===== src/pic_defines.svh =====
`ifndef PIC_DEFINES_SVH
`define PIC_DEFINES_SVH

// control bit locations
`define PIC_LOC_000 10'h000
`define PIC_LOC_001 10'h001
`define PIC_LOC_002 10'h002
`define PIC_LOC_003 10'h003
`define PIC_LOC_022 10'h022
`define PIC_LOC_023 10'h023
`define PIC_LOC_EDGE_SEL_ONE 10'h026
`define PIC_LOC_EDGE_SEL_TWO 10'h027

// bit positions inside a location
`define PIC_BIT_GIE 2'h0
`define PIC_BIT_0 2'h0
`define PIC_BIT_1 2'h1
`define PIC_BIT_2 2'h2
`define PIC_BIT_3 2'h3

// reset values
`define PIC_GIE_RST 1'h0
`define PIC_FLAG_RST 11'h000
`define PIC_MASK_RST 11'h7FF
`define PIC_EDGE_SEL_RST 4'h0

// edge codes
`define PIC_EDGE_FALL_ONLY 2'h1

// vectors
`define PIC_VEC_RESET 16'h0000
`define PIC_VEC_EXT0 16'h0002
`define PIC_VEC_EXT1 16'h0004
`define PIC_VEC_TMRA 16'h0006
`define PIC_VEC_TMRB 16'h0008
`define PIC_VEC_TMRC 16'h000A
`define PIC_VEC_TMRD 16'h000C
`define PIC_VEC_SER 16'h000E

`endif


===== src/pic_pkg.sv =====
package pic_pkg;
  typedef enum logic [3:0] {
    PIC_ACK_IDLE = 4'h1,
    PIC_ACK_C1 = 4'h2,
    PIC_ACK_C2 = 4'h4,
    PIC_ACK_C3 = 4'h8
  } pic_ack_state_t;

  typedef enum logic [3:0] {
    PIC_SRC_EXT0 = 4'h0,
    PIC_SRC_EXT1 = 4'h1,
    PIC_SRC_TMRA = 4'h2,
    PIC_SRC_TMRB = 4'h3,
    PIC_SRC_EXT2 = 4'h4,
    PIC_SRC_TMRC = 4'h5,
    PIC_SRC_EXT3 = 4'h6,
    PIC_SRC_TMRD = 4'h7,
    PIC_SRC_EXT4 = 4'h8,
    PIC_SRC_SER1 = 4'h9,
    PIC_SRC_SER2 = 4'hA
  } pic_src_t;

  typedef enum logic [1:0] {
    PIC_EDGE_NONE = 2'h0,
    PIC_EDGE_FALL = 2'h1,
    PIC_EDGE_RISE = 2'h2,
    PIC_EDGE_BOTH = 2'h3
  } pic_edge_t;
endpackage


===== src/pic_ctrl.sv =====
`timescale 1ns/1ps
`include "pic_defines.svh"
// Overview of operation
// - eleven sources: five external pins, four timers, two serial interfaces.
// - every source has flag, mask and vector; one global enable gates all.
// - timer B/ext2, C/ext3, D/ext4 and both serials share vectors.
// - control bits sit at 000-003 and 022-023, bit readable and writable.
// - software can only clear a request flag, never set it.
// - reset clears global enable and flags, sets every mask bit.
// - pending when flag one and mask zero; taken only with enable set.
// - fixed priority encoder yields vector of highest pending source.
// - ack cycle one finishes instruction, two clears enable, pushes, three branches.
// - vectors 0002 to 000E per group, reset and stop cancel use 0000.
// - ext0 highest down to serial lowest; higher pending overrides lower.
// - stop cancel input acts as reset-vector request, only in stop mode.
// - global enable at 000 bit 0, cleared by acknowledge, set by return.
// - ext0 and ext1 flags set on falling edge of active-low pins.
// - ext2 to ext4 flags set on edge chosen by two edge-select registers.
// - edge-select codes none, falling, rising, both; write-only, reset zero.
// - mask blocks the request but leaves the flag untouched.
// - timer flags set by overflow; timer D also by capture edge.
// - serial flags set when transfer completes or is suspended.
module pic_ctrl
  import pic_pkg::*;
(
  input wire logic clock,
  input wire logic arst_n,
  input wire logic [9:0] ram_addr,
  input wire logic [1:0] bit_sel,
  input wire logic bit_wr,
  input wire logic bit_wdata,
  input wire logic bit_rd,
  input wire logic nib_wr,
  input wire logic [3:0] nib_wdata,
  input wire logic ext_irq_pin_0_n,
  input wire logic ext_irq_pin_1_n,
  input wire logic ext_irq_pin_2,
  input wire logic ext_irq_pin_3,
  input wire logic ext_irq_pin_4,
  input wire logic [3:0] timer_ovf,
  input wire logic timer_d_capture,
  input wire logic [1:0] serial_done,
  input wire logic instr_boundary,
  input wire logic return_from_irq_instr,
  input wire logic stop_mode,
  input wire logic stop_cancel_input,
  output logic bit_rd_data,
  output logic irq_req,
  output logic [15:0] vector_addr,
  output logic ack_finish,
  output logic ack_push,
  output logic ack_branch,
  output logic stop_wake,
  output logic global_irq_enable
);

  localparam int NSRC = 11;
  localparam int NPIN = 5;
  localparam int NGRP = 7;

  // location and bit of each flag; its mask is always the next bit up
  localparam logic [9:0] SRC_LOC [NSRC] = '{
    `PIC_LOC_000, `PIC_LOC_001, `PIC_LOC_001, `PIC_LOC_002,
    `PIC_LOC_022, `PIC_LOC_002, `PIC_LOC_022, `PIC_LOC_003,
    `PIC_LOC_023, `PIC_LOC_003, `PIC_LOC_023
  };
  localparam logic [1:0] SRC_BIT [NSRC] = '{
    `PIC_BIT_1, `PIC_BIT_0, `PIC_BIT_2, `PIC_BIT_0,
    `PIC_BIT_0, `PIC_BIT_2, `PIC_BIT_2, `PIC_BIT_0,
    `PIC_BIT_0, `PIC_BIT_2, `PIC_BIT_2
  };
  // vector group of each source, 0 = highest priority
  localparam logic [2:0] SRC_GRP [NSRC] = '{
    3'h0, 3'h1, 3'h2, 3'h3, 3'h3, 3'h4, 3'h4, 3'h5, 3'h5, 3'h6, 3'h6
  };
  localparam logic [15:0] GRP_VEC [NGRP] = '{
    `PIC_VEC_EXT0, `PIC_VEC_EXT1, `PIC_VEC_TMRA, `PIC_VEC_TMRB,
    `PIC_VEC_TMRC, `PIC_VEC_TMRD, `PIC_VEC_SER
  };

  logic gie_reg;
  logic [NSRC-1:0] flag_reg;
  logic [NSRC-1:0] mask_reg;
  logic [3:0] edge_sel_one_reg;
  logic [3:0] edge_sel_two_reg;
  logic [NPIN-1:0] pin_meta_reg;
  logic [NPIN-1:0] pin_sync_reg;
  logic [NPIN-1:0] pin_last_reg;
  logic [NPIN-1:0] pin_evt;
  logic [NPIN-1:0] pin_raw;
  logic [1:0] pin_edge [NPIN];
  logic [NSRC-1:0] set_evt;
  logic [NSRC-1:0] sw_clr;
  logic [NSRC-1:0] sw_mask_wr;
  logic [NSRC-1:0] pending;
  logic [NGRP-1:0] grp_pend;
  logic any_pend;
  logic [15:0] vec_next;
  logic rd_next;
  logic gie_wr;
  logic stop_cancel_meta_reg;
  logic stop_cancel_sync_reg;
  pic_ack_state_t ack_state_reg;
  pic_ack_state_t ack_state_next;
  logic take_irq;
  logic irq_req_reg;
  logic [15:0] vec_reg;
  logic finish_reg;
  logic push_reg;
  logic branch_reg;
  logic wake_reg;
  logic rd_data_reg;

  // ---------------- external pins ----------------
  assign pin_raw = {ext_irq_pin_4, ext_irq_pin_3, ext_irq_pin_2,
                    ext_irq_pin_1_n, ext_irq_pin_0_n};

  // ext0/ext1 are fixed falling edge, the rest follow the edge selects
  assign pin_edge[0] = `PIC_EDGE_FALL_ONLY;
  assign pin_edge[1] = `PIC_EDGE_FALL_ONLY;
  assign pin_edge[2] = edge_sel_one_reg[1:0];
  assign pin_edge[3] = edge_sel_one_reg[3:2];
  assign pin_edge[4] = edge_sel_two_reg[1:0];

  genvar p;
  generate
    for (p = 0; p < NPIN; p++) begin : g_pin
      always_ff @(posedge clock or negedge arst_n) begin
        if (!arst_n) begin
          pin_meta_reg[p] <= 1'h1;
          pin_sync_reg[p] <= 1'h1;
          pin_last_reg[p] <= 1'h1;
        end else begin
          pin_meta_reg[p] <= pin_raw[p];
          pin_sync_reg[p] <= pin_meta_reg[p];
          pin_last_reg[p] <= pin_sync_reg[p];
        end
      end
      // edge detection reads only the second stage and its delayed copy
      always_comb begin
        unique case (pic_edge_t'(pin_edge[p]))
          PIC_EDGE_NONE: pin_evt[p] = 1'h0;
          PIC_EDGE_FALL: pin_evt[p] = pin_last_reg[p] & ~pin_sync_reg[p];
          PIC_EDGE_RISE: pin_evt[p] = ~pin_last_reg[p] & pin_sync_reg[p];
          PIC_EDGE_BOTH: pin_evt[p] = pin_last_reg[p] ^ pin_sync_reg[p];
        endcase
      end
    end
  endgenerate

  // ---------------- hardware set events ----------------
  always_comb begin
    set_evt = '0;
    set_evt[PIC_SRC_EXT0] = pin_evt[0];
    set_evt[PIC_SRC_EXT1] = pin_evt[1];
    set_evt[PIC_SRC_EXT2] = pin_evt[2];
    set_evt[PIC_SRC_EXT3] = pin_evt[3];
    set_evt[PIC_SRC_EXT4] = pin_evt[4];
    set_evt[PIC_SRC_TMRA] = timer_ovf[0];
    set_evt[PIC_SRC_TMRB] = timer_ovf[1];
    set_evt[PIC_SRC_TMRC] = timer_ovf[2];
    // capture edge choice lives in the timer; only its event arrives here
    set_evt[PIC_SRC_TMRD] = timer_ovf[3] | timer_d_capture;
    set_evt[PIC_SRC_SER1] = serial_done[0];
    set_evt[PIC_SRC_SER2] = serial_done[1];
  end

  // ---------------- flags and masks ----------------
  genvar s;
  generate
    for (s = 0; s < NSRC; s++) begin : g_src
      assign sw_clr[s] = bit_wr && ram_addr == SRC_LOC[s]
                         && bit_sel == SRC_BIT[s] && !bit_wdata;
      assign sw_mask_wr[s] = bit_wr && ram_addr == SRC_LOC[s]
                             && bit_sel == 2'(SRC_BIT[s] + 2'h1);
      always_ff @(posedge clock or negedge arst_n) begin
        if (!arst_n) begin
          flag_reg[s] <= 1'h0;
        end else if (set_evt[s]) begin
          // a set in the clearing cycle wins so no event is lost
          flag_reg[s] <= 1'h1;
        end else if (sw_clr[s]) begin
          flag_reg[s] <= 1'h0;
        end
      end
      always_ff @(posedge clock or negedge arst_n) begin
        if (!arst_n) begin
          mask_reg[s] <= 1'h1;
        end else if (sw_mask_wr[s]) begin
          mask_reg[s] <= bit_wdata;
        end
      end
      // mask gates the request only, the flag keeps its value
      assign pending[s] = flag_reg[s] & ~mask_reg[s];
    end
  endgenerate

  // ---------------- edge select registers ----------------
  always_ff @(posedge clock or negedge arst_n) begin
    if (!arst_n) begin
      edge_sel_one_reg <= `PIC_EDGE_SEL_RST;
    end else if (nib_wr && ram_addr == `PIC_LOC_EDGE_SEL_ONE) begin
      edge_sel_one_reg <= nib_wdata;
    end
  end

  always_ff @(posedge clock or negedge arst_n) begin
    if (!arst_n) begin
      edge_sel_two_reg <= `PIC_EDGE_SEL_RST;
    end else if (nib_wr && ram_addr == `PIC_LOC_EDGE_SEL_TWO) begin
      edge_sel_two_reg <= nib_wdata;
    end
  end

  // ---------------- global enable ----------------
  assign gie_wr = bit_wr && ram_addr == `PIC_LOC_000 && bit_sel == `PIC_BIT_GIE;

  always_ff @(posedge clock or negedge arst_n) begin
    if (!arst_n) begin
      gie_reg <= `PIC_GIE_RST;
    end else if (ack_state_reg == PIC_ACK_C2) begin
      gie_reg <= 1'h0;
    end else if (return_from_irq_instr) begin
      gie_reg <= 1'h1;
    end else if (gie_wr) begin
      gie_reg <= bit_wdata;
    end
  end

  // ---------------- priority vector encoder ----------------
  always_comb begin
    grp_pend = '0;
    for (int i = 0; i < NSRC; i++) begin
      if (pending[i]) begin
        grp_pend[SRC_GRP[i]] = 1'h1;
      end
    end
  end

  assign any_pend = |grp_pend;

  // walk from lowest to highest so the highest group overrides
  always_comb begin
    vec_next = `PIC_VEC_RESET;
    for (int g = NGRP - 1; g >= 0; g--) begin
      if (grp_pend[g]) begin
        vec_next = GRP_VEC[g];
      end
    end
  end

  // ---------------- acknowledge sequence ----------------
  assign take_irq = gie_reg && any_pend && instr_boundary;

  always_comb begin
    ack_state_next = ack_state_reg;
    unique case (ack_state_reg)
      PIC_ACK_IDLE: begin
        if (take_irq) begin
          ack_state_next = PIC_ACK_C1;
        end
      end
      PIC_ACK_C1: ack_state_next = PIC_ACK_C2;
      PIC_ACK_C2: ack_state_next = PIC_ACK_C3;
      PIC_ACK_C3: ack_state_next = PIC_ACK_IDLE;
      default: ack_state_next = PIC_ACK_IDLE;
    endcase
  end

  always_ff @(posedge clock or negedge arst_n) begin
    if (!arst_n) begin
      ack_state_reg <= PIC_ACK_IDLE;
    end else begin
      ack_state_reg <= ack_state_next;
    end
  end

  // phase outputs decoded from the next state so each leaves a flop
  always_ff @(posedge clock or negedge arst_n) begin
    if (!arst_n) begin
      finish_reg <= 1'h0;
      push_reg <= 1'h0;
      branch_reg <= 1'h0;
    end else begin
      finish_reg <= ack_state_next == PIC_ACK_C1;
      push_reg <= ack_state_next == PIC_ACK_C2
                  || ack_state_next == PIC_ACK_C3;
      branch_reg <= ack_state_next == PIC_ACK_C3;
    end
  end

  // vector frozen at acceptance; later requests wait for the next boundary
  always_ff @(posedge clock or negedge arst_n) begin
    if (!arst_n) begin
      vec_reg <= `PIC_VEC_RESET;
    end else if (ack_state_reg == PIC_ACK_IDLE && take_irq) begin
      vec_reg <= vec_next;
    end else if (wake_reg) begin
      vec_reg <= `PIC_VEC_RESET;
    end
  end

  always_ff @(posedge clock or negedge arst_n) begin
    if (!arst_n) begin
      irq_req_reg <= 1'h0;
    end else begin
      irq_req_reg <= gie_reg && any_pend;
    end
  end

  // ---------------- stop cancel ----------------
  always_ff @(posedge clock or negedge arst_n) begin
    if (!arst_n) begin
      stop_cancel_meta_reg <= 1'h1;
      stop_cancel_sync_reg <= 1'h1;
    end else begin
      stop_cancel_meta_reg <= stop_cancel_input;
      stop_cancel_sync_reg <= stop_cancel_meta_reg;
    end
  end

  // active low pin; ignored outside stop mode and independent of enable
  always_ff @(posedge clock or negedge arst_n) begin
    if (!arst_n) begin
      wake_reg <= 1'h0;
    end else begin
      wake_reg <= stop_mode && !stop_cancel_sync_reg;
    end
  end

  // ---------------- bit reads ----------------
  always_comb begin
    rd_next = 1'h0;
    if (ram_addr == `PIC_LOC_000 && bit_sel == `PIC_BIT_GIE) begin
      rd_next = gie_reg;
    end
    for (int i = 0; i < NSRC; i++) begin
      if (ram_addr == SRC_LOC[i] && bit_sel == SRC_BIT[i]) begin
        rd_next = flag_reg[i];
      end
      if (ram_addr == SRC_LOC[i] && bit_sel == 2'(SRC_BIT[i] + 2'h1)) begin
        rd_next = mask_reg[i];
      end
    end
  end

  // edge selects are write-only and fall through to zero above
  always_ff @(posedge clock or negedge arst_n) begin
    if (!arst_n) begin
      rd_data_reg <= 1'h0;
    end else if (bit_rd) begin
      rd_data_reg <= rd_next;
    end
  end

  assign bit_rd_data = rd_data_reg;
  assign irq_req = irq_req_reg;
  assign vector_addr = vec_reg;
  assign ack_finish = finish_reg;
  assign ack_push = push_reg;
  assign ack_branch = branch_reg;
  assign stop_wake = wake_reg;
  assign global_irq_enable = gie_reg;

endmodule // pic_ctrl


===== config.mk =====
export PLATFORM = sky130hd
export DESIGN_NAME = pic_ctrl
export DESIGN_NICKNAME = d
export VERILOG_FILES = /design/src/pic_pkg.sv /design/src/pic_ctrl.sv
export VERILOG_INCLUDE_DIRS = /design/src
export SDC_FILE = /design/constraint.sdc
export NUM_CORES = 1
export LEC_CHECK = 0
export ABC_AREA = 1
export BUFFER_PORTS_ARGS = -buffer_cell sky130_fd_sc_hd__buf_2
export CORE_UTILIZATION = 55
export DETAILED_ROUTE_END_ITERATION = 12
export GPL_ROUTABILITY_DRIVEN = 0
export PLACE_DENSITY = 0.8
export SLEW_MARGIN = 20
export SYNTH_ARGS = -nofsm -noshare
export SYNTH_HDL_FRONTEND = slang
export SYNTH_SLANG_ARGS = --single-unit

===== constraint.sdc =====
create_clock -name clock -period 2.2 [get_ports clock]
set_input_delay 0.44 -clock clock [delete_from_list [all_inputs] [get_ports clock]]
set_output_delay 0.44 -clock clock [all_outputs]
set_load 0.01 [all_outputs]

==> results by group, run 1 <==
Timing
  • Final period util: slightly below 90%
  • Fin Hold WS: 90.0 ps
  • Slew @ Worst Pin: between 500 and 600 ps
  • RSZ-0062 raised after global routing: false
  • Clock skew: 5.22 ps
  • Final setup viols: 0
  • Slew margin rel.: 64.8%
  • Min cycle time layout: around 1900 ps
  • Max Freq: 516 MHz
  • Setup TNS: 0 ps
  • Final Hold Vio Count: 0
  • Final slew viol count: 0

Global route
  • First-pass GRT wire length: just over 10000 µm
  • GRT Overall Usage: approximately 25%
  • Initial antenna violation count: 0
  • Number of global-route vias before repair: 2269
  • Remaining Overflow, GRT: 0
  • Largest net degree at the start of global routing: 60

Place
  • # port buffers: 47
  • Detailed placer's ending HPWL: 4600 µm
  • Placed cells: 466

Logic synthesis
  • Avg Cell Area, Syn: ~8.6 µm²
  • Area of the mapped netlist: 2980 µm²
  • Top cells by area, synth: dfstp_2 (26%), dfrtp_1 (25%), nand2_1 (8.4%)
  • Gate Count Post-Synth: 348
  • Seq/Total Area, Yosys: 50.7%
  • Yosys top cell by area: dfstp_2
  • Post-synth top cells: nand2_1 (67), inv_1 (58), dfrtp_1 (30)
  • Yosys warning count: 0
  • Post-synth EDFFs: 0
  • Top-count cell post-synth: nand2_1
  • Yosys top cell area share: 25.6%
  • FF+latch count, synth: 59
  • Most used DFF post-synth: dfrtp_1
  • Yosys cell types: 32
  • Synth async-reset ratio: 100%

Layout
  • Synth-to-Final Area Change: 17.3%
  • Layout cells sized above 1: 28.4%
  • Layout net count: around 450
  • Ant. Diodes: 0
  • Non-filler cells, final: ~480
  • # fillers: 422

Die
  • Die Y-Extent: 75.6 µm
  • Die area: 5720 µm²
  • Core ar.: ~5200 µm²
  • Initial Util: 57.6%
  • Rows: 26
  • Chip width: 75.6 µm
  • Top-Level Pins: 61

Power
  • Leakage: 1.71 nW
  • Peak VDD IR: between 0.4 and 0.5 mV
  • Pwr Density: 726 nW/µm²
  • PnR Total Power: around 2.5 mW

Flow run
  • Max-cap violations: 0

Clock tree
  • Post-CTS Hold Buffers: 0
  • Reg clk slew, reported paths: 60 ps
  • Clk sinks: 59
  • Post-CTS Setup Bufs: 0
  • Post-CTS Resized: 0
  • Clock root buffer: clkbuf_8
  • Worst skew pair latency: 340 ps
  • H-tree depth: 3
  • CTS tree: yes
  • Clk buf depth: 2
  • Cts bufs inserted: 9

Setup path
  • Crit path kind: flop to flop
  • Crit path DAT: 2170 ps
  • CP required: about 2400 ps
  • Crit-path max cell delay: 560 ps
  • Startpoint Class: flop
  • Worst path cell trace: o22ai_1 -> nor2_1 -> nand2_1 -> o31ai_1 -> inv_1 -> nand3_2 -> inv_1 -> or2_1 -> o32ai_1
  • Cell mode on critical path: inv_1
  • CP Max Fanout: 5
  • Crit-path slowest cell: dfstp_2
  • Crit. End Element: flop

Worst hold path
  • Hold Path Class: primary input to asynchronous set/reset pin

Run status
  • Run status: complete, no violations

Routing
  • Total Wirelength: 6210 µm
  • First drt pass iteration count: 4
  • DRC viols: 0
  • Via count: between 2000 and 3000
  • DRT iter0 DRCs: 202
  • Antenna Nets Post-Route: 0
  • Vias per Instance: between 5 and 6
  • WL per Instance: 12.9 µm
==> kinds of logic (layout without fill, tap and decap cells) <==
family	after synthesis	count (layout)	share of synthesized area, %
multiplexers	6	6	2.01
buffers and inverters	79	131	11.6
adder cells (fa/ha/maj)	6	6	2.52
AND/OR/NAND/NOR	150	150	23.6
flip-flops	59	59	50.7
other	1	13	0.126
AO/OA/AOI/OAI	47	47	9.36
==> report_power, final <==
| part | switching (mW) | internal, mW | leakage [nW] |
|---|---|---|---|
| registers | 0.0358 | 1.18 | 0.648 |
| logic | 0.195 | 0.110 | 0.952 |
| clock network | 0.406 | 0.615 | 0.107 |
==> critical path, delay by kind of cell, from the launching register on <==
kind                   cells  cell delay (ps)
buffers and inverters      2              190
flip-flops                 1              560
AO/OA/AOI/OAI              3              470
AND/OR/NAND/NOR            4              620
==> through the flow <==
stage          utilization [%]  setup WS [ps]  area, µm²
6_report                  67.6            262       3500
3_5_place_dp              63.6            190       3290
2_1_floorplan                -            545       3030
5_1_grt                   67.6           80.7       3500
4_1_cts                   67.6            256       3500
3_3_place_gp              63.6            248       3290
==> placed cells by master (no fill, tap or decap), types with 3 or more instances in the layout <==
| cell | Yosys | layout |
|---|---|---|
| o22ai_1 | 6 | 6 |
| clkbuf_8 | 0 | 12 |
| conb_1 | 1 | 13 |
| nor2_4 | 3 | 3 |
| nor3_1 | 9 | 9 |
| dfrtp_1 | 30 | 30 |
| ha_1 | 6 | 6 |
| buf_4 | 13 | 4 |
| nor4_1 | 5 | 5 |
| nand2_1 | 67 | 67 |
| dfstp_2 | 29 | 29 |
| nor2_1 | 24 | 24 |
| o21bai_1 | 4 | 4 |
| nand3_2 | 3 | 3 |
| o21ai_0 | 24 | 24 |
| nand4_1 | 7 | 7 |
| mux2i_1 | 6 | 6 |
| inv_2 | 5 | 5 |
| a21oi_1 | 5 | 5 |
| nand3_1 | 21 | 21 |
| buf_2 | 1 | 47 |
| nor2_2 | 6 | 6 |
| inv_1 | 58 | 58 |
==> layer usage <==
metal  wire, µm  GRT usage (%)  vias to the layer above
met5          0              0                        -
met2       2760           36.1                      132
met1       2650           32.0                     1151
met3        536           6.75                       28
li1           -              -                     1211
met4        261           16.3                        0
==> worst paths after layout <==
| path | endpoint | cells after the start | from | slack, ps |
|---|---|---|---|---|
| setup / recovery | vector_addr[2] | 9 | mask_reg[3] | 260 |
| hold / removal | flag_reg[5] | 2 | arst_n | 90 |
| setup reg to reg | vector_addr[2] | 9 | mask_reg[3] | 260 |
| hold reg to reg | pin_sync_reg[4] | 0 | pin_meta_reg[4] | 350 |
| max in group asynchronous | mask_reg[7] | 2 | arst_n | 1810 |
| min in group clock | pin_meta_reg[0] | 1 | ext_irq_pin_0_n | 200 |
==> final cells by class <==
cell class                 count  area [µm²]  share of cell area (%)
clock buffer                  14         173                    4.94
sequential                    59        1510                    43.3
inverter                      63         236                    6.76
clock inverter                 2        35.0                    1.00
timing repair buffer          52         285                    8.16
multi-input combinational    222        1170                    33.4
tap                           70        87.6                    2.50
No activity file was read; power rests on OpenSTA's default activity.
==> inputs of run 2 (changes only) <==
==> constraint.sdc (replaced) <==
create_clock -name clock -period 2.2 [get_ports clock]
set_input_delay 0.22 -clock clock [delete_from_list [all_inputs] [get_ports clock]]
set_output_delay 0.22 -clock clock [all_outputs]
set_load 0.01 [all_outputs]
==> results by group, run 2 (synthesis gave the netlist of run 1 again) <==
Setup path
  • Worst path bufs/invs: 2 (unchanged)
  • Reg2reg end: vector_addr[3]
  • RR Startpoint: mask_reg[3]
  • CP delay by family, top: simple AND/OR/NAND/NOR gates
  • R2R cell count: 9 (unchanged)
  • Worst path cell trace: o22ai_1 -> nor2_1 -> nand2_1 -> o31ai_1 -> inv_1 -> nand3_2 -> inv_1 -> or2_1 -> o32ai_1
  • R2r setup slk: 260 ps (about the same)
  • Crit path kind: flop to flop
  • CP required: 2430 ps (about the same)
  • Crit-path slowest cell: dfstp_2
  • Crit-path max cell delay: 560 ps (about the same)
  • CP Max Fanout: 5 (unchanged)
  • Cell mode on critical path: inv_1
  • Crit. End Element: flop
  • Startpoint Class: flop
  • Crit path DAT: 2170 ps (about the same)

Routing
  • DRT iter0 DRCs: 354 (+75%)
  • Via count: 2598 (+3.0%)
  • Antenna Nets Post-Route: 0 (unchanged)
  • Vias per Instance: 5.30 (+1.3%)
  • DRC viols: 0 (unchanged)
  • WL per Instance: 13.6 µm (+5.6%)
  • Total Wirelength: 6670 µm (+7.4%)
  • First drt pass iteration count: 5 (+1)

Timing
  • Final WS setup: 256 ps (-5.72 ps)
  • Final period util: 88.3% (+0.26 points)
  • Final setup viols: 0 (unchanged)
  • Final slew viol count: 0 (unchanged)
  • RSZ-0062 raised after global routing: false
  • Fin Hold WS: 84.1 ps (-5.86 ps)
  • Final Hold Vio Count: 0 (unchanged)
  • Max Freq: 515 MHz (-0.29%)
  • Min cycle time layout: 1940 ps (+5.72 ps)
  • Setup TNS: 0 ps (unchanged)
  • Clock skew: 7.91 ps (+2.69 ps)

Die
  • Rows: 26 (unchanged)
  • Die area: 5720 µm² (unchanged)
  • Core ar.: 5170 µm² (unchanged)
  • Top-Level Pins: 61 (unchanged)
  • Initial Util: 57.6% (unchanged)
  • Chip width: 75.6 µm (unchanged)
  • Die Y-Extent: 75.6 µm (unchanged)

Power
  • Comb pwr share: 12.7% (+0.7 points)
  • Clock share of power: 38.8% (-1.4 points)
  • Int Pwr: 1.85 mW (-2.7%)
  • Leakage: 1.74 nW (+1.7%)
  • Peak VDD IR: 0.572 mV (+15%)
  • Psw: 0.649 mW (+2.0%)
  • Pwr Density: 702 nW/µm² (-3.3%)
  • Reg power frac: 48.5% (+0.7 points)
  • PnR Total Power: 2.50 mW (-1.5%)
  • Switching Fraction: 26.0% (+0.89 points)

Layout
  • Layout net count: 459 (+1.8%)
  • Layout cells sized above 1: 28.1% (-0.30 points)
  • Synth-to-Final Area Change: 19.4%
  • Most frequent cells in the layout: nand2_1 (67), inv_1 (58), buf_2 (47)
  • # fillers: 433 (+2.6%)
  • Ant. Diodes: 0 (unchanged)
  • Most common cell after layout, fill and taps aside: nand2_1

Global route
  • Initial antenna violation count: 0 (unchanged)
  • GRT Overall Usage: 26.0% (+1.5 points)
  • Largest net degree at the start of global routing: 34 (-43%)
  • First-pass GRT wire length: 10800 µm (+6.9%)
  • Remaining Overflow, GRT: 0 (unchanged)
  • Number of global-route vias before repair: 2442 (+7.6%)

Worst hold path
  • HP Start: timer_ovf[0]
  • Worst Hold Path EP: flag_reg[2]
  • Hold Path Class: primary input to flop
  • Worst Hold Depth: 3

Place
  • Dpl ws: 305 ps (+115 ps)
  • # port buffers: 47 (unchanged)
  • Detailed placer's ending HPWL: 4870 µm (+5.8%)

Clock tree
  • Post-CTS Setup Bufs: 0 (unchanged)
  • Clock root buffer: clkbuf_8
  • Clk sinks: 59 (unchanged)
  • Post-CTS Resized: 0 (unchanged)
  • Clk buf depth: 2 (unchanged)
  • Post-CTS Hold Buffers: 7 (+7)
  • Reg clk slew, reported paths: 70 ps (about the same)
  • Cts bufs inserted: 9 (unchanged)
  • H-tree depth: 3 (unchanged)
  • Worst skew pair latency: 330 ps (about the same)
  • CTS tree: yes

Run status
  • Run status: complete, no violations

Flow run
  • Max-cap violations: 0 (unchanged)
[run 2: cell count changes in the layout (fill, tap and decap cells not counted), sizes merged]
cell | previous run | this run
dlygate4sd3 | 0 | 7
clkinv | 1 | 2
buf | 52 | 53
clkbuf | 14 | 12
inv | 63 | 64
[run 2: worst max-delay path by stage]
stage / from / to / slack [ps] / cells past startpoint
final: mask_reg[3] / vector_addr[3] / 260 / 9
after global routing: mask_reg[3] / vector_addr[3] / 90 / 9
after CTS: mask_reg[3] / vector_addr[3] / 280 / 9
after detailed placement: mask_reg[9] / vector_addr[3] / 310 / 9
after global placement: mask_reg[3] / vector_addr[3] / 320 / 9
after floorplan: mask_reg[9] / vector_addr[2] / 570 / 9
[run 2: area by class of cell]
| cell class | instances | area, µm² | area share, % |
|---|---|---|---|
| sequential | 59 | 1510 | 42.5 |
| multi-input combinational | 222 | 1170 | 32.8 |
| timing repair buffer | 60 | 363 | 10.2 |
| inverter | 63 | 236 | 6.64 |
| clock buffer | 12 | 145 | 4.08 |
| tap | 70 | 87.6 | 2.46 |
| clock inverter | 4 | 48.8 | 1.37 |
[run 2: tightest hold or removal path, stage by stage]
cell	delay (ps)
buf_2	70
inv_1	40
nand2_1	50
[run 2: metrics by stage]
stage                     std cells  instance area, µm²  utilization, %
after detailed placement        467                3300            63.7
final                           490                3560            68.8
after floorplan                 360                3030               -
after CTS                       490                3560            68.8
after global routing            490                3560            68.8
after global placement          467                3300            63.7
[run 2: power groups by stage]
stage	combinational (mW)	clock, mW	sequential, mW
6_report	0.318	0.969	1.21
5_1_grt	0.362	1.03	1.22
3_3_place_gp	0.298	0	1.22
3_5_place_dp	0.307	0	1.23
2_1_floorplan	0.170	0	1.24
4_1_cts	0.320	0.985	1.21
[run 2: layer usage]
layer	vias up	wire length [µm]	GRT usage [%]
li1	1237	-	-
met2	139	3170	40.1
met3	22	475	6.22
met1	1200	2850	34.3
met5	-	0	0
met4	0	180	14.2
